<file path="src/slscs_regs.vh">
`ifndef SLSCS_REGS_VH
`define SLSCS_REGS_VH

// ****************************************************************
// APB register byte offsets.
// ****************************************************************
`define SLSCS_OFF_STATUS 8'h00
`define SLSCS_OFF_FREQ_A 8'h04
`define SLSCS_OFF_FREQ_B 8'h08
`define SLSCS_OFF_CTRL 8'h0C
`define SLSCS_OFF_BYTE_BASE 8'h10

// ****************************************************************
// Field positions.
// ****************************************************************
`define SLSCS_ST_VALID 0
`define SLSCS_ST_RSVD 1
`define SLSCS_ST_RSTOUT 2
`define SLSCS_ST_PWRDN 3
`define SLSCS_ST_SEL_LSB 8
`define SLSCS_FA_CPU_LSB 0
`define SLSCS_FA_VCO_LSB 16
`define SLSCS_FB_MID_LSB 0
`define SLSCS_FB_PCI_LSB 16
`define SLSCS_CTRL_WDOG 0
`define SLSCS_B0_DRIVE 6

// ****************************************************************
// Serial register file and slave address.
// ****************************************************************
`define SLSCS_NUM_BYTES 7'h06
`define SLSCS_FIRST_OE_BYTE 2
`define SLSCS_SMB_ADDR 8'hD2
`define SLSCS_BYTE0_RST 8'h40
`define SLSCS_BYTE1_RST 8'h7F
`define SLSCS_OE_RST 8'hFF
`define SLSCS_CTRL_RST 1'h0

`endif

</file>
<file path="src/slscs_i2c_byte.v">
`timescale 1ns/1ns
// Bit engine of the two-wire slave: start/stop detect, byte shifting and ack slots.
module slscs_i2c_byte (
  // Clock and reset.
  input wire i_clk,
  input wire i_rst_n,
  // Two-wire pins.
  input wire i_scl,
  input wire i_sda,
  output wire o_sda,
  output wire o_sda_oe_n,
  // Events toward the transaction logic.
  output reg o_start,
  output reg o_stop,
  output reg o_rx_valid,
  output reg [7:0] o_rx_byte,
  output reg o_mack_valid,
  output reg o_mack,
  // Steering from the transaction logic.
  input wire i_ack,
  input wire i_tx,
  input wire [7:0] i_tx_byte
);

  reg scl_q;
  reg sda_q;
  reg [3:0] cnt_q;
  reg [7:0] shift_q;
  reg tx_q;
  reg drive_q;
  reg active_q;
  wire start_w;
  wire stop_w;
  wire rise_w;
  wire fall_w;

  // Open drain: the line is only ever pulled low, never driven high.
  assign o_sda = 1'b0;
  assign o_sda_oe_n = ~drive_q;

  // Edges are found against the previous sample of each line.
  assign start_w = i_scl & scl_q & sda_q & ~i_sda;
  assign stop_w = i_scl & scl_q & ~sda_q & i_sda;
  assign rise_w = i_scl & ~scl_q;
  assign fall_w = ~i_scl & scl_q;

  // Bit counter: 0..7 data bits, 8 the ack bit up to its rise, 9 the ack bit's high phase.
  always @(posedge i_clk or negedge i_rst_n) begin
    if (!i_rst_n) begin
      scl_q <= 1'b1;
      sda_q <= 1'b1;
      cnt_q <= 4'h0;
      shift_q <= 8'h00;
      tx_q <= 1'b0;
      drive_q <= 1'b0;
      active_q <= 1'b0;
      o_start <= 1'b0;
      o_stop <= 1'b0;
      o_rx_valid <= 1'b0;
      o_rx_byte <= 8'h00;
      o_mack_valid <= 1'b0;
      o_mack <= 1'b0;
    end else begin
      scl_q <= i_scl;
      sda_q <= i_sda;
      o_start <= 1'b0;
      o_stop <= 1'b0;
      o_rx_valid <= 1'b0;
      o_mack_valid <= 1'b0;
      if (start_w) begin
        active_q <= 1'b1;
        cnt_q <= 4'h0;
        tx_q <= 1'b0;
        drive_q <= 1'b0;
        o_start <= 1'b1;
      end else if (stop_w) begin
        active_q <= 1'b0;
        cnt_q <= 4'h0;
        tx_q <= 1'b0;
        drive_q <= 1'b0;
        o_stop <= 1'b1;
      end else if (active_q && rise_w) begin
        if (cnt_q < 4'h8) begin
          cnt_q <= cnt_q + 4'h1;
          if (!tx_q) begin
            shift_q <= {shift_q[6:0], i_sda};
          end
          if (!tx_q && cnt_q == 4'h7) begin
            o_rx_valid <= 1'b1;
            o_rx_byte <= {shift_q[6:0], i_sda};
          end
        end else if (cnt_q == 4'h8) begin
          cnt_q <= 4'h9;
          if (tx_q) begin
            o_mack_valid <= 1'b1;
            o_mack <= ~i_sda;
          end
        end
      end else if (active_q && fall_w) begin
        if (cnt_q == 4'h8) begin
          drive_q <= ~tx_q & i_ack;
        end else if (cnt_q == 4'h9) begin
          // A new byte starts here; read bytes go out most significant bit first.
          cnt_q <= 4'h0;
          tx_q <= i_tx;
          shift_q <= i_tx_byte;
          drive_q <= i_tx & ~i_tx_byte[7];
        end else if (tx_q && cnt_q != 4'h0) begin
          shift_q <= {shift_q[6:0], 1'b0};
          drive_q <= ~shift_q[6];
        end
      end
    end
  end

endmodule

</file>
<file path="src/slscs_top.v">
`timescale 1ns/1ns
`include "slscs_regs.vh"
module slscs_top (
  // Clock and reset.
  input wire i_clk,
  input wire i_rst_n,
  // Straps and power sequencing.
  input wire i_mode_strap,
  input wire [4:0] i_freq_select,
  input wire i_cpu_power_good_strobe_n,
  // Shared reset-out / power-down-in pin.
  input wire i_reset_out_or_powerdown_in_pin,
  output wire o_reset_out_or_powerdown_in_pin,
  output wire o_reset_out_or_powerdown_in_pin_oe_n,
  // Two-wire serial pins.
  input wire i_serial_clock_line,
  input wire i_serial_data_line,
  output wire o_serial_data_line,
  output wire o_serial_data_line_oe_n,
  // APB slave.
  input wire i_psel,
  input wire i_penable,
  input wire i_pwrite,
  input wire [7:0] i_paddr,
  input wire [31:0] i_pwdata,
  output wire o_pready,
  output wire o_pslverr,
  output reg [31:0] o_prdata,
  // Clock generator controls.
  output reg o_powerdown,
  output reg [31:0] o_buf_enable,
  output reg o_sel_valid,
  output reg o_sel_reserved,
  output reg [4:0] o_latched_select,
  output reg [10:0] o_cpu_freq_x10,
  output reg [9:0] o_mid_clock_66mhz_x10,
  output reg [8:0] o_pci_freq_x10,
  output reg [13:0] o_vco_freq_x10
);

  // ****************************************************************
  // Declarations.
  // ****************************************************************
  localparam ST_IDLE = 3'h0;
  localparam ST_ADDR = 3'h1;
  localparam ST_CMD = 3'h2;
  localparam ST_COUNT = 3'h3;
  localparam ST_WDATA = 3'h4;
  localparam ST_RDATA = 3'h5;
  localparam ST_IGNORE = 3'h6;
  localparam NB = 6;
  // The address is held as a named constant so its upper seven bits can be selected.
  localparam [7:0] SMB_ADDR = `SLSCS_SMB_ADDR;

  reg mode_cap_reg;
  reg mode_rstout_reg;
  reg sel_valid_reg;
  reg [4:0] sel_reg;
  reg wdog_reg;
  reg [2:0] state_reg;
  reg [6:0] idx_reg;
  reg blk_reg;
  reg cnt_pend_reg;
  reg ack_reg;
  reg single_done_reg;
  reg sm_we_reg;
  reg [6:0] sm_idx_reg;
  reg [7:0] sm_data_reg;
  reg [7:0] tx_byte;
  reg [7:0] rd_byte;
  reg [7:0] apb_byte;
  reg [44:0] dec;
  wire [8*NB-1:0] cfg_flat;
  wire ev_start;
  wire ev_stop;
  wire ev_rx;
  wire [7:0] rx_byte;
  wire ev_mack;
  wire mack;
  wire apb_wr;
  wire apb_setup;
  wire byte_hit;
  wire [7:0] byte_off;
  wire [2:0] apb_idx;
  wire mapped;

  // ****************************************************************
  // Straps.
  // ****************************************************************
  // The mode strap is caught on the first edge after reset release, never by the reset itself.
  always @(posedge i_clk or negedge i_rst_n) begin
    if (!i_rst_n) begin
      mode_cap_reg <= 1'b0;
      mode_rstout_reg <= 1'b1;
    end else if (!mode_cap_reg) begin
      mode_cap_reg <= 1'b1;
      mode_rstout_reg <= i_mode_strap;
    end
  end

  // The select latch is transparent until the strobe is seen low, then frozen for good.
  always @(posedge i_clk or negedge i_rst_n) begin
    if (!i_rst_n) begin
      sel_valid_reg <= 1'b0;
      sel_reg <= 5'h00;
    end else if (!sel_valid_reg) begin
      sel_reg <= i_freq_select;
      sel_valid_reg <= ~i_cpu_power_good_strobe_n;
    end
  end

  // Shared pin: pulled low only as a reset output; otherwise read as power-down.
  assign o_reset_out_or_powerdown_in_pin = 1'b0;
  assign o_reset_out_or_powerdown_in_pin_oe_n = ~(mode_rstout_reg & wdog_reg);

  // ****************************************************************
  // Frequency decode, in tenths of MHz.
  // ****************************************************************
  // Reserved codes decode to zero frequencies and raise the reserved flag.
  always @* begin
    case (sel_reg)
      5'h00: dec = {1'b0, 11'd1007, 10'd671, 9'd336, 14'd8056};
      5'h01: dec = {1'b0, 11'd1002, 10'd668, 9'd334, 14'd8016};
      5'h02: dec = {1'b0, 11'd1080, 10'd720, 9'd360, 14'd8640};
      5'h03: dec = {1'b0, 11'd1012, 10'd675, 9'd337, 14'd8096};
      5'h08: dec = {1'b0, 11'd1257, 10'd629, 9'd314, 14'd7542};
      5'h09: dec = {1'b0, 11'd1303, 10'd651, 9'd326, 14'd7816};
      5'h0A: dec = {1'b0, 11'd1336, 10'd668, 9'd334, 14'd8016};
      5'h0B: dec = {1'b0, 11'd1342, 10'd671, 9'd336, 14'd8052};
      5'h0C: dec = {1'b0, 11'd1345, 10'd673, 9'd336, 14'd8070};
      5'h0D: dec = {1'b0, 11'd1480, 10'd740, 9'd370, 14'd8880};
      5'h12: dec = {1'b0, 11'd1674, 10'd558, 9'd279, 14'd6696};
      5'h13: dec = {1'b0, 11'd1700, 10'd567, 9'd283, 14'd6800};
      5'h14: dec = {1'b0, 11'd1750, 10'd583, 9'd292, 14'd7000};
      5'h15: dec = {1'b0, 11'd1800, 10'd600, 9'd300, 14'd7200};
      5'h16: dec = {1'b0, 11'd1850, 10'd617, 9'd308, 14'd7400};
      5'h17: dec = {1'b0, 11'd1900, 10'd633, 9'd317, 14'd7600};
      5'h18: dec = {1'b0, 11'd1009, 10'd673, 9'd336, 14'd8072};
      5'h19: dec = {1'b0, 11'd1339, 10'd670, 9'd335, 14'd8034};
      5'h1A: dec = {1'b0, 11'd2009, 10'd670, 9'd335, 14'd8036};
      5'h1C: dec = {1'b0, 11'd1000, 10'd667, 9'd333, 14'd8000};
      5'h1D: dec = {1'b0, 11'd1333, 10'd667, 9'd333, 14'd8000};
      5'h1E: dec = {1'b0, 11'd2000, 10'd667, 9'd333, 14'd8000};
      default: dec = {1'b1, 44'h0};
    endcase
  end

  // Decoded values are registered so every clock generator control output leaves a flip-flop.
  always @(posedge i_clk or negedge i_rst_n) begin
    if (!i_rst_n) begin
      o_sel_valid <= 1'b0;
      o_sel_reserved <= 1'b0;
      o_latched_select <= 5'h00;
      o_cpu_freq_x10 <= 11'h000;
      o_mid_clock_66mhz_x10 <= 10'h000;
      o_pci_freq_x10 <= 9'h000;
      o_vco_freq_x10 <= 14'h0000;
      o_powerdown <= 1'b0;
      o_buf_enable <= 32'h00000000;
    end else begin
      o_sel_valid <= sel_valid_reg;
      o_sel_reserved <= dec[44];
      o_latched_select <= sel_reg;
      o_cpu_freq_x10 <= dec[43:33];
      o_mid_clock_66mhz_x10 <= dec[32:23];
      o_pci_freq_x10 <= dec[22:14];
      o_vco_freq_x10 <= dec[13:0];
      o_powerdown <= mode_cap_reg & ~mode_rstout_reg & ~i_reset_out_or_powerdown_in_pin;
      // Power-down stops the buffers but leaves the serial slave running.
      o_buf_enable <= cfg_flat[8*NB-1:8*`SLSCS_FIRST_OE_BYTE] & {32{~o_powerdown}};
    end
  end

  // ****************************************************************
  // Serial register file.
  // ****************************************************************
  assign byte_off = i_paddr - `SLSCS_OFF_BYTE_BASE;
  assign apb_idx = byte_off[4:2];
  assign byte_hit = (i_paddr >= `SLSCS_OFF_BYTE_BASE) && (byte_off[1:0] == 2'h0) &&
                    (byte_off[7:2] < NB);
  assign apb_wr = i_psel & i_penable & i_pwrite;

  // One byte register per entry; serial writes win over an APB write in the same cycle.
  genvar g;
  generate
    for (g = 0; g < NB; g = g + 1) begin : gen_byte
      reg [7:0] byte_q;
      always @(posedge i_clk or negedge i_rst_n) begin
        if (!i_rst_n) begin
          byte_q <= (g == 0) ? `SLSCS_BYTE0_RST :
                    (g == 1) ? `SLSCS_BYTE1_RST : `SLSCS_OE_RST;
        end else if (sm_we_reg && sm_idx_reg == g) begin
          byte_q <= sm_data_reg;
        end else if (apb_wr && byte_hit && apb_idx == g) begin
          byte_q <= i_pwdata[7:0];
        end
      end
      assign cfg_flat[8*g+7:8*g] = byte_q;
    end
  endgenerate

  // Byte 0 reads reserved bits as zero and the latched select in its low bits.
  always @* begin
    if (idx_reg == 7'h00) begin
      rd_byte = {2'h0, cfg_flat[`SLSCS_B0_DRIVE], sel_reg} & 8'h5F;
      rd_byte[`SLSCS_B0_DRIVE] = cfg_flat[`SLSCS_B0_DRIVE];
    end else if (idx_reg < `SLSCS_NUM_BYTES) begin
      rd_byte = cfg_flat[8*idx_reg +: 8];
    end else begin
      rd_byte = 8'h00;
    end
    tx_byte = cnt_pend_reg ? {1'b0, `SLSCS_NUM_BYTES} : rd_byte;
  end

  // ****************************************************************
  // Serial transaction sequencer.
  // ****************************************************************
  slscs_i2c_byte u_byte (
    .i_clk(i_clk),
    .i_rst_n(i_rst_n),
    .i_scl(i_serial_clock_line),
    .i_sda(i_serial_data_line),
    .o_sda(o_serial_data_line),
    .o_sda_oe_n(o_serial_data_line_oe_n),
    .o_start(ev_start),
    .o_stop(ev_stop),
    .o_rx_valid(ev_rx),
    .o_rx_byte(rx_byte),
    .o_mack_valid(ev_mack),
    .o_mack(mack),
    .i_ack(ack_reg),
    .i_tx(state_reg == ST_RDATA),
    .i_tx_byte(tx_byte)
  );

  // Every byte event lands here; the bit engine waits out the eighth bit's high phase for the ack decision.
  always @(posedge i_clk or negedge i_rst_n) begin
    if (!i_rst_n) begin
      state_reg <= ST_IDLE;
      idx_reg <= 7'h00;
      blk_reg <= 1'b0;
      cnt_pend_reg <= 1'b0;
      ack_reg <= 1'b0;
      single_done_reg <= 1'b0;
      sm_we_reg <= 1'b0;
      sm_idx_reg <= 7'h00;
      sm_data_reg <= 8'h00;
    end else begin
      sm_we_reg <= 1'b0;
      if (ev_start) begin
        state_reg <= ST_ADDR;
        ack_reg <= 1'b0;
      end else if (ev_stop) begin
        state_reg <= ST_IDLE;
        ack_reg <= 1'b0;
      end else if (ev_rx) begin
        case (state_reg)
          ST_ADDR: begin
            if (rx_byte[7:1] == SMB_ADDR[7:1]) begin
              ack_reg <= 1'b1;
              state_reg <= rx_byte[0] ? ST_RDATA : ST_CMD;
              cnt_pend_reg <= rx_byte[0] & blk_reg;
            end else begin
              ack_reg <= 1'b0;
              state_reg <= ST_IGNORE;
            end
          end
          ST_CMD: begin
            ack_reg <= 1'b1;
            blk_reg <= ~rx_byte[7];
            idx_reg <= rx_byte[7] ? rx_byte[6:0] : 7'h00;
            state_reg <= rx_byte[7] ? ST_WDATA : ST_COUNT;
            single_done_reg <= 1'b0;
          end
          ST_COUNT: begin
            ack_reg <= 1'b1;
            state_reg <= ST_WDATA;
          end
          ST_WDATA: begin
            if (idx_reg < `SLSCS_NUM_BYTES && (blk_reg || !single_done_reg)) begin
              ack_reg <= 1'b1;
              sm_we_reg <= 1'b1;
              sm_idx_reg <= idx_reg;
              sm_data_reg <= rx_byte;
              single_done_reg <= 1'b1;
              if (blk_reg) begin
                idx_reg <= idx_reg + 7'h01;
              end
            end else begin
              ack_reg <= 1'b0;
              state_reg <= ST_IGNORE;
            end
          end
          default: begin
            ack_reg <= 1'b0;
          end
        endcase
      end else if (ev_mack && state_reg == ST_RDATA) begin
        // A host not-acknowledge ends the read and releases the data line.
        if (!mack) begin
          state_reg <= ST_IGNORE;
        end else if (cnt_pend_reg) begin
          cnt_pend_reg <= 1'b0;
        end else if (blk_reg) begin
          idx_reg <= idx_reg + 7'h01;
        end
      end
    end
  end

  // ****************************************************************
  // APB slave.
  // ****************************************************************
  assign apb_setup = i_psel & ~i_penable;
  assign mapped = byte_hit || i_paddr == `SLSCS_OFF_STATUS || i_paddr == `SLSCS_OFF_FREQ_A ||
                  i_paddr == `SLSCS_OFF_FREQ_B || i_paddr == `SLSCS_OFF_CTRL;
  assign o_pready = 1'b1;
  assign o_pslverr = i_psel & i_penable & ~mapped;

  // Read data is fetched in the setup cycle so it stands registered through the access.
  always @* begin
    apb_byte = cfg_flat[8*apb_idx +: 8];
    if (apb_idx == 3'h0) begin
      apb_byte = {1'b0, cfg_flat[`SLSCS_B0_DRIVE], 1'b0, sel_reg};
    end
  end

  always @(posedge i_clk or negedge i_rst_n) begin
    if (!i_rst_n) begin
      o_prdata <= 32'h00000000;
      wdog_reg <= `SLSCS_CTRL_RST;
    end else begin
      if (apb_wr && i_paddr == `SLSCS_OFF_CTRL) begin
        wdog_reg <= i_pwdata[`SLSCS_CTRL_WDOG];
      end
      if (apb_setup) begin
        o_prdata <= 32'h00000000;
        if (byte_hit) begin
          o_prdata[7:0] <= apb_byte;
        end else if (i_paddr == `SLSCS_OFF_STATUS) begin
          o_prdata[`SLSCS_ST_VALID] <= sel_valid_reg;
          o_prdata[`SLSCS_ST_RSVD] <= dec[44];
          o_prdata[`SLSCS_ST_RSTOUT] <= mode_rstout_reg;
          o_prdata[`SLSCS_ST_PWRDN] <= o_powerdown;
          o_prdata[`SLSCS_ST_SEL_LSB+4:`SLSCS_ST_SEL_LSB] <= sel_reg;
        end else if (i_paddr == `SLSCS_OFF_FREQ_A) begin
          o_prdata[`SLSCS_FA_CPU_LSB+10:`SLSCS_FA_CPU_LSB] <= dec[43:33];
          o_prdata[`SLSCS_FA_VCO_LSB+13:`SLSCS_FA_VCO_LSB] <= dec[13:0];
        end else if (i_paddr == `SLSCS_OFF_FREQ_B) begin
          o_prdata[`SLSCS_FB_MID_LSB+9:`SLSCS_FB_MID_LSB] <= dec[32:23];
          o_prdata[`SLSCS_FB_PCI_LSB+8:`SLSCS_FB_PCI_LSB] <= dec[22:14];
        end else if (i_paddr == `SLSCS_OFF_CTRL) begin
          o_prdata[`SLSCS_CTRL_WDOG] <= wdog_reg;
        end
      end
    end
  end

endmodule

</file>
<file path="config.mk">
export PLATFORM = sky130hd
export DESIGN_NAME = slscs_top
export DESIGN_NICKNAME = d
export VERILOG_FILES = /design/src/slscs_i2c_byte.v /design/src/slscs_top.v
export VERILOG_INCLUDE_DIRS = /design/src
export SDC_FILE = /design/constraint.sdc
export NUM_CORES = 1
export LEC_CHECK = 0
export BUFFER_PORTS_ARGS = -buffer_cell sky130_fd_sc_hd__buf_2
export CELL_PAD_IN_SITES_DETAIL_PLACEMENT = 1
export CELL_PAD_IN_SITES_GLOBAL_PLACEMENT = 1
export CORE_MARGIN = 8
export CORE_UTILIZATION = 48
export DETAILED_ROUTE_END_ITERATION = 10
export PLACE_DENSITY_LB_ADDON = 0.1
export SLEW_MARGIN = 20
export SYNTH_ARGS = -nofsm -noshare
export SYNTH_HDL_FRONTEND = slang
export SYNTH_SLANG_ARGS = --single-unit
</file>
<file path="constraint.sdc">
create_clock -name i_clk -period 3.77 [get_ports i_clk]
set_input_delay 0.754 -clock i_clk [delete_from_list [all_inputs] [get_ports i_clk]]
set_output_delay 0.754 -clock i_clk [all_outputs]
set_load 0.01 [all_outputs]
</file>
* Word-level counts from Yosys, hierarchy flattened *
Memories as Yosys holds them, arrays and structs flattened.
Index checks and enable logic that the tools add are counted.

word-level totals
  memory bits (read-only) = 1344
  bits in writable memories = 0
  bits of input ports = 55
  latch bits = 0
  flip-flop bits (word level) = 227
  logic and storage cells = 309
  memories = 1

cells by class
  shift operators = 2
  divide/modulo/power cells = 0
  multipliers = 0
  bitwise operators = 39
  multiplexer cells = 112
  magnitude comparators = 4
  equality and inequality tests = 38
  add/subtract/negate cells = 3
  reductions and logical operators = 67

memories
  name             depth  width  rd ports  clocked after memory_dff  wr ports  RTL line         source
  (no name shown)  32     42     1         0                         0         slscs_top.v:121  case (sel_reg)

operator list
  operator                                                          count
  8-bit 2-to-1 mux                                                  17
  7-bit 2-to-1 mux                                                  14
  1-bit 2-to-1 mux                                                  48
  48-bit by 11-bit indexed part select with 8-bit output            1
  48-bit by 7-bit indexed part select with 8-bit output             1
  4-bit 2-to-1 mux                                                  10
  32-bit AND                                                        1
  3-bit 2-to-1 mux                                                  10
  14-bit 2-to-1 mux                                                 2
  9-bit 2-to-1 mux                                                  3
  1-bit logical AND                                                 22
  2-bit nonzero test                                                11
  1-bit NOT                                                         21
  1-bit AND                                                         17
  8-bit by 4-bit == test with 1-bit output (second input constant)  2
  4-bit AND reduction                                               4
  4-bit nonzero test                                                4
  5-bit AND reduction                                               3
  7-bit by 2-bit == test with 1-bit output (second input constant)  2
  7-bit by 3-bit == test with 1-bit output (second input constant)  2
  7-bit zero test                                                   2
  7-bit case mux with 2 select lines                                1
  7-bit AND reduction                                               2
  3-bit by 2-bit == test with 1-bit output (second input constant)  4
  other kinds (37)                                                  61

* Logic depth before layout (Yosys ltp) *
Gate-level depths: netlist (run 1).

  depth after elaboration = 12
  mapped depth = 10

* Modules after synthesis *
Synthesis (run 1) repeated with hierarchy kept, for this count alone.

second synthesis, totals
  cells, all modules = 1146
  area, all modules = 11604.9 µm²

modules (own cells, without submodules)
  module          area each (µm²)  instances  cells each
  slscs_top       10212.3          1          1034
  slscs_i2c_byte  1392.6           1          112

* Worst setup path after synthesis (run 1) *
OpenSTA, ideal clock, no wires.

  path type = input-to-reg
  from = input i_paddr[4]
  to = register gen_byte[0].byte_q[0]
  setup slack = 0.698 ns
  cell stages on the path = 9
  path buffers = 2
  required time = 3.645 ns
  data arrival time = 2.948 ns
  path through = buf_2 > clkinv_1 > ha_1 > xnor2_1 > nand4_1 > nor3_2 > and4_1 > buf_2 > mux2_2

on the way
  word-level cells in the longest chain between the ends = 6

RTL lines
  item                                                                                                                                          RTL line                          source
  start, declared                                                                                                                               slscs_top.v:24                    input wire [7:0] i_paddr,
  8-bit by 5-bit subtractor with 8-bit output (no line) / 8-bit by 5-bit greater-or-equal comparator with 1-bit output (equally long branches)  n/a
  6-bit by 3-bit < comparator with 1-bit output / 1-bit logical AND (equally long branches)                                                     slscs_top.v:180, slscs_top.v:179
  1-bit logical AND                                                                                                                             slscs_top.v:179                   assign byte_hit = (i_paddr >= `SLSCS_OFF_BYTE_BASE) && (byte_off[1:0] == 2'h0) &&
  1-bit logical AND                                                                                                                             slscs_top.v:194                   end else if (apb_wr && byte_hit && apb_idx == g) begin
  1-bit logical AND (*)                                                                                                                         slscs_top.v:194
  2-bit nonzero test (no line) (*)                                                                                                              n/a
  end signal, assigned                                                                                                                          slscs_top.v:190                   byte_q <= (g == 0) ? `SLSCS_BYTE0_RST :
  end signal, assigned                                                                                                                          slscs_top.v:193                   byte_q <= sm_data_reg;
  end signal, assigned                                                                                                                          slscs_top.v:195                   byte_q <= i_pwdata[7:0];
  end, declared                                                                                                                                 slscs_top.v:187                   reg [7:0] byte_q;

Mark *: on every way between the ends. The rest lies on a longest branch, timed or not.
A chain may end at the register's enable or synchronous reset.

* Worst setup path after layout (run 1) *
  from = input i_paddr[4]
  to = output o_pslverr

on the way
  word-level cells in the longest chain between the ends = 9

RTL lines
  item                                                                                                                                          RTL line                          source
  8-bit by 5-bit subtractor with 8-bit output (no line) / 8-bit by 5-bit greater-or-equal comparator with 1-bit output (equally long branches)  n/a
  6-bit by 3-bit < comparator with 1-bit output / 1-bit logical AND (equally long branches)                                                     slscs_top.v:180, slscs_top.v:179
  1-bit logical AND                                                                                                                             slscs_top.v:179
  1-bit logical OR (no line) (3 in a row)                                                                                                       n/a
  1-bit logical OR (no line) (*)                                                                                                                n/a
  1-bit NOT (*)                                                                                                                                 slscs_top.v:318                   assign o_pslverr = i_psel & i_penable & ~mapped;
  1-bit AND (*)                                                                                                                                 slscs_top.v:318
  end, declared                                                                                                                                 slscs_top.v:27                    output wire o_pslverr,

Marks and branches as above.

==> results of run 1 <==
[cells by family (layout without fill, tap and decap cells)]
kind of cell / after synthesis / in the layout / synth area share [%]
other cells: 2 / 12 / 0.0650
mux: 93 / 93 / 8.71
xor+xnor: 3 / 3 / 0.227
fa+ha+maj: 15 / 15 / 1.62
flops: 219 / 219 / 47.9
buf+inv: 125 / 244 / 4.71
compound gates: 292 / 292 / 17.1
simple gates: 440 / 440 / 19.7
[path summary, 6_finish.rpt]
| kind | startpoint | endpoint | slack [ns] | cells past startpoint |
|---|---|---|---|---|
| worst min register to register | o_prdata[20] | o_prdata[20] | 0.47 | 2 |
| worst max-delay path | i_paddr[4] | o_pslverr | 0.55 | 7 |
| worst max register to register | sel_reg[3] | o_prdata[19] | 0.95 | 6 |
| worst min-delay path | i_rst_n | o_buf_enable[1] | 0.27 | 1 |
| min in group i_clk | i_serial_clock_line | u_byte.scl_q | 0.37 | 1 |
| max in group asynchronous | i_rst_n | sel_reg[4] | 2.50 | 2 |
[power by group through the flow]
stage / Sequential (mW) / Combinational, mW / Clock, mW
detailed placement: 2.78 / 1.15 / 0
CTS: 2.74 / 1.16 / 2.61
global placement: 2.77 / 1.12 / 0
floorplan: 2.77 / 0.652 / 0
finish: 2.74 / 1.17 / 2.57
global route: 2.77 / 1.26 / 2.69
[metrics by stage]
| stage | hold slack (ns) | utilization [%] |
|---|---|---|
| after floorplan | 0.352 | - |
| after global placement | 0.450 | 53.2 |
| after detailed placement | 0.462 | 53.2 |
| after CTS | 0.347 | 56.8 |
| after global routing | 0.354 | 56.8 |
| final | 0.271 | 56.8 |
[layout make-up]
| type | instances | area [sq um] | share of cell area (%) |
|---|---|---|---|
| Sequential cell | 219 | 5540 | 41.4 |
| Multi-Input combinational cell | 855 | 5520 | 41.2 |
| Timing Repair Buffer | 172 | 961 | 7.18 |
| Clock buffer | 31 | 688 | 5.14 |
| Tap cell | 319 | 399 | 2.98 |
| Clock inverter | 13 | 176 | 1.32 |
| Inverter | 28 | 105 | 0.785 |
[cells in the mapped netlist (27+ instances only)]
| master | instances |
|---|---|
| a21oi_1 | 48 |
| clkbuf_1 | 65 |
| dfrtp_1 | 176 |
| dfstp_2 | 43 |
| mux2_2 | 51 |
| mux2i_1 | 41 |
| nand2_1 | 123 |
| nand4_1 | 27 |
| nor2_1 | 86 |
| nor2b_1 | 59 |
| o21ai_0 | 74 |
[routing by layer]
metal | global-route usage [%] | wire, microns
met5 | 0 | 0
met2 | 43.0 | 18200
met4 | 10.1 | 1370
met3 | 5.75 | 3400
met1 | 35.8 | 17000
[worst max-delay path, stage by stage]
cell and delay, ns:
buf_2 0.11, buf_4 0.20, nor3_1 0.35, xor2_1 0.44, nor2_1 0.14, nor3_1 0.28, buf_2 0.19
==> impl_metrics.json, run 1 <==
{
  "syn-cell-area_sq_mm": 0.0116,
  "htreeDepth": 1,
  "post-route-period-util_pct": 85.4,
  "placedCellCount": 1593,
  "hold_buffers": 0,
  "top_register": "gen_byte.byte_q",
  "fill_cells": 2685,
  "dieArea_sq_mm": 0.0293,
  "grt_pass1_wl_mm": 61.6,
  "yosys-top-cells-area": "dfrtp_1, dfstp_2, mux2_2",
  "cts-buffers-inserted": 24,
  "gp_congestion": 0.878,
  "ir_worst_vdd_mv": 0.384,
  "initial_utilization_pct": 49.1,
  "most-common-layout-cells": "dfrtp_1, buf_2, nand2_1, nor2_1, o21ai_0",
  "cp.required_ns": 3.02,
  "synth_top_cell_by_area": "dfrtp_1",
  "preCtsSetupSlack_ns": 0.627,
  "synth_area_per_cell_sq_um": 9.72,
  "diodes": 0,
  "min_period_ns": 3.22,
  "grt_max_degree": 112,
  "tightest_slew_ns": 1.00,
  "wl_per_cell_microns": 24.4,
  "ys_seq_area_share_pct": 47.9,
  "clockBufferDepth": 3,
  "p_leak_nw": 5.95,
  "crit_fanout": 18,
  "firstDrtPassIters": 5,
  "worstSetupPathType": "input port to output port",
  "synth_edf_count": 0,
  "ys_types": 81,
  "syn-instance-count": 1189,
  "hold_class": "input port to async pin",
  "switchingPower_mw": 1.93,
  "drt_iter0_drc": 934,
  "fin_area_sq_mm": 0.0134,
  "fp.dieH_microns": 171,
  "vias_per_cell": 6.16,
  "p_per_area_mw_per_mm2": 484,
  "finalNonFillerCells": 1637,
  "cts_sinks": 219,
  "status": "completed",
  "startpoint_type": "input port",
  "slew_headroom_pct": 33.0,
  "cts-root-buf": "clkbuf_16",
  "final_max_slew_viol_count": 0,
  "first_global_vias": 10500,
  "drcViolationCount": 0,
  "largest_register_ffs": 48,
  "track_usage_pct": 27.0,
  "grt_setup_unrepaired": "no",
  "die_x_microns": 171,
  "final_common_cell": "dfrtp_1",
  "internal_power_mw": 4.55,
  "ys_ff_latch": 219,
  "p_sw_share_pct": 29.8,
  "yosysWarningCount": 0,
  "arrival_ns": 2.46,
  "antenna_left": 0,
  "rows": 56,
  "clkTransAtPathRegs_ns": 0.06,
  "syn2layout_area_growth_pct": 15.8,
  "setup_tns_ns": 0,
  "cts_resized": 0,
  "antenna_found_initial": 0,
  "power_frac_clock_pct": 39.6,
  "async_reset_ff_share_pct": 100,
  "end_kind": "output port",
  "cts_setup_buffers": 0,
  "largestRegisters": "gen_byte.byte_q: 48 flops, o_buf_enable: 32 flops, o_prdata: 26 flops",
  "io_pins": 177,
  "setup_viol": 0,
  "synth_top_area_share_pct": 38.1,
  "clk_latency_ns": 0.53,
  "power.total_mw": 6.48,
  "layout-drive-gt1-share_pct": 25.6,
  "place_hpwl_mm": 28.2,
  "maxCapViolCount": 0,
  "finalClockSkew_ns": 0.00929,
  "combPwrFrac_pct": 18.1,
  "core_sq_mm": 0.0235,
  "placed_cell_area_sq_mm": 0.0125,
  "fmax_mhz": 311,
  "cts_tree": "yes",
  "wl_mm": 40.0,
  "grt-ovfl-total": 0,
  "vias": 10100,
  "p_seq_share_pct": 42.3,
  "final_nets": 1370,
  "synth-main-ff-cell": "dfrtp_1",
  "io_buffers": 141,
  "hold_viol_final": 0,
  "fin_ws_ns": 0.551
}
(Power assumes the default switching activity.)
==> run 2, diff against run 1 <==
- CORE_UTILIZATION: 48 -> 44
- clock period: 3.77 -> 3.45 ns (I/O delays scaled with it)
==> impl_metrics.json, run 2 (synthesis results as in run 1) <==
{
  "drcViolationCount": 0,
  "grt_max_degree": 91,
  "grt_pass1_wl_mm": 61.7,
  "wl_per_cell_microns": 23.9,
  "arrival_ns": 2.53,
  "track_usage_pct": 24.7,
  "drt_iter0_drc": 822,
  "cts_setup_buffers": 0,
  "antenna_left": 0,
  "clockBufferDepth": 3,
  "diodes": 0,
  "met2_usage_pct": 39.2,
  "combPwrFrac_pct": 17.2,
  "setup_viol": 0,
  "most-common-layout-cells": "dfrtp_1, buf_2, nand2_1, nor2_1, o21ai_0",
  "gp_congestion": 0.916,
  "reg2regPathDepth": 8,
  "die_x_microns": 178,
  "cts_tree": "yes",
  "worstSetupPathType": "input port to output port",
  "fmax_mhz": 311,
  "htreeDepth": 1,
  "fin_ws_ns": 0.234,
  "p_leak_nw": 6.01,
  "cts_sinks": 219,
  "maxCapViolCount": 0,
  "antenna_found_initial": 1,
  "final_max_slew_viol_count": 0,
  "preCtsSetupSlack_ns": 0.263,
  "largest_register_ffs": 48,
  "cts_resized": 0,
  "vias": 10000,
  "core_sq_mm": 0.0259,
  "r2r_start": "sel_reg[0]",
  "firstDrtPassIters": 5,
  "p_seq_share_pct": 41.3,
  "vias_per_cell": 6.04,
  "crit_start": "i_paddr[4]",
  "first_global_vias": 10300,
  "final_nets": 1375,
  "io_buffers": 141,
  "busiest_layer": "met2",
  "hold_viol_final": 0,
  "grtUsageMet1_pct": 34.3,
  "status": "completed",
  "p_sw_share_pct": 29.1,
  "clkTransAtPathRegs_ns": 0.06,
  "wl_mm": 39.6,
  "hold_buffers": 0,
  "cts-root-buf": "clkbuf_16",
  "use_met3_pct": 4.49,
  "dieArea_sq_mm": 0.0317,
  "ir_worst_vdd_mv": 0.366,
  "internal_power_mw": 5.17,
  "post-route-period-util_pct": 93.2,
  "startpoint_type": "input port",
  "min_period_ns": 3.22,
  "timing.rr.end": "o_prdata[19]",
  "place_hpwl_mm": 28.2,
  "setup_tns_ns": 0,
  "finalClockSkew_ns": 0.0142,
  "end_kind": "output port",
  "syn2layout_area_growth_pct": 17.0,
  "final_common_cell": "dfrtp_1",
  "r2r_setup_slack_ns": 0.83,
  "rows": 59,
  "slew_headroom_pct": 41.6,
  "cp.required_ns": 2.76,
  "power.total_mw": 7.30,
  "crit_fanout": 7,
  "fp.dieH_microns": 178,
  "switchingPower_mw": 2.12,
  "power_frac_clock_pct": 41.5,
  "layout-drive-gt1-share_pct": 26.0,
  "grt_setup_unrepaired": "no",
  "p_per_area_mw_per_mm2": 540,
  "holdWs_ns": 0.187,
  "top_register": "gen_byte.byte_q",
  "tightest_slew_ns": 0.869,
  "grt-ovfl-total": 0,
  "initial_utilization_pct": 44.6,
  "clk_latency_ns": 0.53,
  "hold_class": "input port to async pin",
  "io_pins": 177,
  "largestRegisters": "gen_byte.byte_q: 48 flops, o_buf_enable: 32 flops, o_prdata: 26 flops",
  "cts-buffers-inserted": 25
}
==> run 2: changes by cell type in the layout (fill, tap and decap cells not counted) <==
cell	change
bufinv_16	+2
dfrtp_1	-1
buf_12	+1
buf_4	+3
clkbuf_8	+2
clkinv_2	-3
dfrtp_2	+1
==> run 2: worst max path at each step <==
stage,to,slack [ns],cells after the start
final,o_pslverr,0.23,8
after global routing,o_pslverr,0.09,8
after CTS,o_pslverr,0.24,8
after detailed placement,o_pslverr,0.26,8
after global placement,o_pslverr,0.33,8
after floorplan,gen_byte[0].byte_q[0],0.44,9
==> run 2: metal layers <==
| layer | wire (microns) | share of wire, % | vias up |
|---|---|---|---|
| met5 | 15 | 0.038 | - |
| met4 | 984 | 2.5 | 2 |
| met3 | 2800 | 7.1 | 72 |
| met2 | 18100 | 46 | 326 |
| met1 | 17800 | 45 | 5107 |
| li1 | - | - | 4503 |
==> run 2: power by group through the flow <==
| stage | Combinational (mW) | Sequential (mW) | Clock (mW) |
|---|---|---|---|
| after floorplan | 0.712 | 3.03 | 0 |
| after global placement | 1.22 | 3.04 | 0 |
| after detailed placement | 1.24 | 3.05 | 0 |
| after CTS | 1.26 | 3.01 | 3.08 |
| after global routing | 1.37 | 3.04 | 3.16 |
| final | 1.26 | 3.01 | 3.03 |
==> run 2: layout make-up <==
class	instances	area, sq um
fillers	2963	12400
flip-flops and latches	219	5540
clock buffers	33	716
well taps	335	419
inverters	28	105
repair buffers	176	1000
multi-input cells	855	5520
clock inverters	12	221
==> run 2: critical path, stage by stage <==
cell      delay (ns)
buf_2           0.17
clkinv_1        0.11
ha_1            0.27
xnor2_1         0.19
nand4_1         0.27
nor2_1          0.51
nor3_1          0.15
buf_2           0.17
==> run 2: stage by stage <==
stage	cell area (sq um)	utilization, %	instances
after floorplan	11600	-	1199
after global placement	12600	48.6	1613
after detailed placement	12600	48.6	1613
after CTS	13500	52.2	1658
after global routing	13500	52.2	1658
final	13500	52.2	1658
==> run 3, diff against run 2 <==
- CORE_UTILIZATION: 44 -> 45
- CTS_CLUSTER_SIZE: default -> 30
- SKIP_LAST_GASP: default -> 1
- SYNTH_HIERARCHICAL: default -> 1
==> impl_metrics.json, run 3 <==
{
  "status": "completed",
  "wl_per_cell_microns": 23.1,
  "maxCapViolCount": 0,
  "setup_tns_ns": 0,
  "antenna_left": 0,
  "min_period_ns": 3.19,
  "cts_tree": "yes",
  "final_common_cell": "dfrtp_1",
  "place_hpwl_mm": 27.4,
  "final_max_slew_viol_count": 0,
  "yosys.area_share.adder_pct": 1.62,
  "drcViolationCount": 0,
  "preCtsSetupSlack_ns": 0.225,
  "rows": 58,
  "largestRegisters": "gen_byte.byte_q: 48 flops, o_buf_enable: 32 flops, o_prdata: 26 flops",
  "synth-simple-area-share_pct": 17.5,
  "ys_ff_latch": 219,
  "final_nets": 1341,
  "slew_headroom_pct": 37.6,
  "clk_latency_ns": 0.53,
  "grt_pass1_wl_mm": 59.3,
  "p_leak_nw": 6.18,
  "holdWs_ns": 0.0830,
  "cts-buffers-inserted": 25,
  "clockBufferDepth": 3,
  "synth_area_per_cell_sq_um": 10.1,
  "io_pins": 177,
  "track_usage_pct": 23.7,
  "dieArea_sq_mm": 0.0312,
  "seqCellArea_sq_mm": 0.00554,
  "ir_worst_vdd_mv": 0.358,
  "synth_top_family_by_area": "simple AND/OR/NAND/NOR gates",
  "core_sq_mm": 0.0253,
  "syn-instance-count": 1146,
  "fmax_mhz": 314,
  "initial_utilization_pct": 46.0,
  "end_kind": "output port",
  "firstDrtPassIters": 4,
  "fill_cells": 2841,
  "die_x_microns": 177,
  "vias": 9588,
  "multiInputGateArea_sq_mm": 0.00559,
  "crit_path_cell_trace": "buf_2 > clkinv_1 > ha_1 > nor3b_4 > nand4_4 > and2_1 > and4_1 > buf_2",
  "worst_path_largest_cell_delay_ns": 0.31,
  "arrival_ns": 2.50,
  "layout-drive-gt1-share_pct": 26.8,
  "yosys-top-cells-area": "dfrtp_1, dfstp_2, mux2i_1",
  "syn2layout_area_growth_pct": 16.3,
  "cts_sinks": 219,
  "top_register": "gen_byte.byte_q",
  "vias_per_cell": 5.93,
  "hold_buffers": 0,
  "cp.required_ns": 2.76,
  "cts_resized": 0,
  "most-common-layout-cells": "dfrtp_1, buf_2, nand2_1, nor2_1, a21oi_1",
  "ys_seq_area_share_pct": 47.7,
  "htreeDepth": 1,
  "cts-root-buf": "clkbuf_16",
  "yosysMostFrequentCell": "dfrtp_1",
  "cp_top_family": "simple AND/OR/NAND/NOR gates",
  "async_reset_ff_share_pct": 100,
  "synth_mux_area_share_pct": 11.9,
  "synth_common_cells": "dfrtp_1, nand2_1, nor2_1",
  "synth-xor-area-share_pct": 0,
  "synth-main-ff-cell": "dfrtp_1",
  "largest_register_ffs": 48,
  "diodes": 0,
  "ys_types": 87,
  "crit_top_cell": "buf_2",
  "synth_top_area_share_pct": 38.0,
  "syn-cell-area_sq_mm": 0.0116,
  "io_buffers": 141,
  "grt_setup_unrepaired": "no",
  "worstSetupPathType": "input port to output port",
  "synth_compound_area_share_pct": 16.7,
  "post-route-period-util_pct": 92.3,
  "startpoint_type": "input port",
  "first_global_vias": 10100,
  "setup_viol": 0,
  "synth_top_cell_by_area": "dfrtp_1",
  "cts_setup_buffers": 0,
  "grt-ovfl-total": 0,
  "synth_edf_count": 0,
  "yosysWarningCount": 6,
  "fin_ws_ns": 0.264,
  "finalClockSkew_ns": 0.0176,
  "fp.dieH_microns": 177,
  "antenna_found_initial": 0,
  "cp_num_buf_inv": 3,
  "cp_slowest_cell": "ha_1",
  "hold_viol_final": 0,
  "wl_mm": 37.4,
  "crit_fanout": 10,
  "hold_class": "input port to async pin",
  "tightest_slew_ns": 0.930,
  "p_per_area_mw_per_mm2": 509,
  "clkTransAtPathRegs_ns": 0.06,
  "power.total_mw": 6.87,
  "drt_iter0_drc": 775,
  "grt_max_degree": 73,
  "gp_congestion": 0.954
}
run 3: where the power goes:
part	switching, mW	internal [mW]
combinational	0.793	0.446
clock	1.07	1.66
sequential	0.124	2.77
run 3: worst reg2reg max path, cell delays in order, from the launching register on:
cell	delay, ns
dfrtp_1	0.63
buf_4	0.28
mux4_2	0.55
a21oi_1	0.20
nor4_1	0.11
nor2b_1	0.15
nor3_1	0.06
a311o_1	0.29
o31ai_1	0.19
run 3: area by class of cell:
| class | count | share of cell area [%] |
|---|---|---|
| inverter | 29 | 0.807 |
| tap | 330 | 3.06 |
| sequential | 219 | 41.0 |
| clock inverter | 8 | 0.946 |
| timing repair buffer | 174 | 7.42 |
| multi-input combinational | 822 | 41.4 |
| clock buffer | 36 | 5.31 |
run 3: stage by stage:
step / cells / instance area (sq um) / utilization (%)
5_1_grt: 1618 / 13500 / 53.4
4_1_cts: 1618 / 13500 / 53.4
6_report: 1618 / 13500 / 53.4
3_3_place_gp: 1574 / 12700 / 50.1
2_1_floorplan: 1155 / 11600 / -
3_5_place_dp: 1574 / 12700 / 50.1
run 3: path summary, 6_finish.rpt:
| kind | from | to | slack, ns | cells after the start |
|---|---|---|---|---|
| min | i_rst_n | sel_valid_reg | 0.08 | 1 |
| max reg2reg | idx_reg[0] | u_byte/drive_q | 0.92 | 8 |
| max in group asynchronous | i_rst_n | u_byte/scl_q | 2.49 | 2 |
| min reg2reg | o_prdata[19] | o_prdata[19] | 0.46 | 2 |
| max | i_paddr[4] | o_pslverr | 0.26 | 8 |
| min in group i_clk | i_reset_out_or_powerdown_in_pin | o_powerdown | 0.32 | 2 |
run 3: layer usage:
metal | up-vias | global-route usage, % | wire length (microns) | share of wire (%)
met5 | - | 0 | 0 | 0
met4 | 0 | 6.62 | 911 | 2.4
met3 | 65 | 3.23 | 1990 | 5.3
met2 | 274 | 41.5 | 19000 | 51
met1 | 4928 | 30.2 | 15500 | 42
li1 | 4321 | - | - | -
run 3: cells by family after synthesis:
group,count (synthesis)
other cells,3
mux,120
compound gates,282
fa+ha+maj,15
flops,219
simple gates,393
buf+inv,114
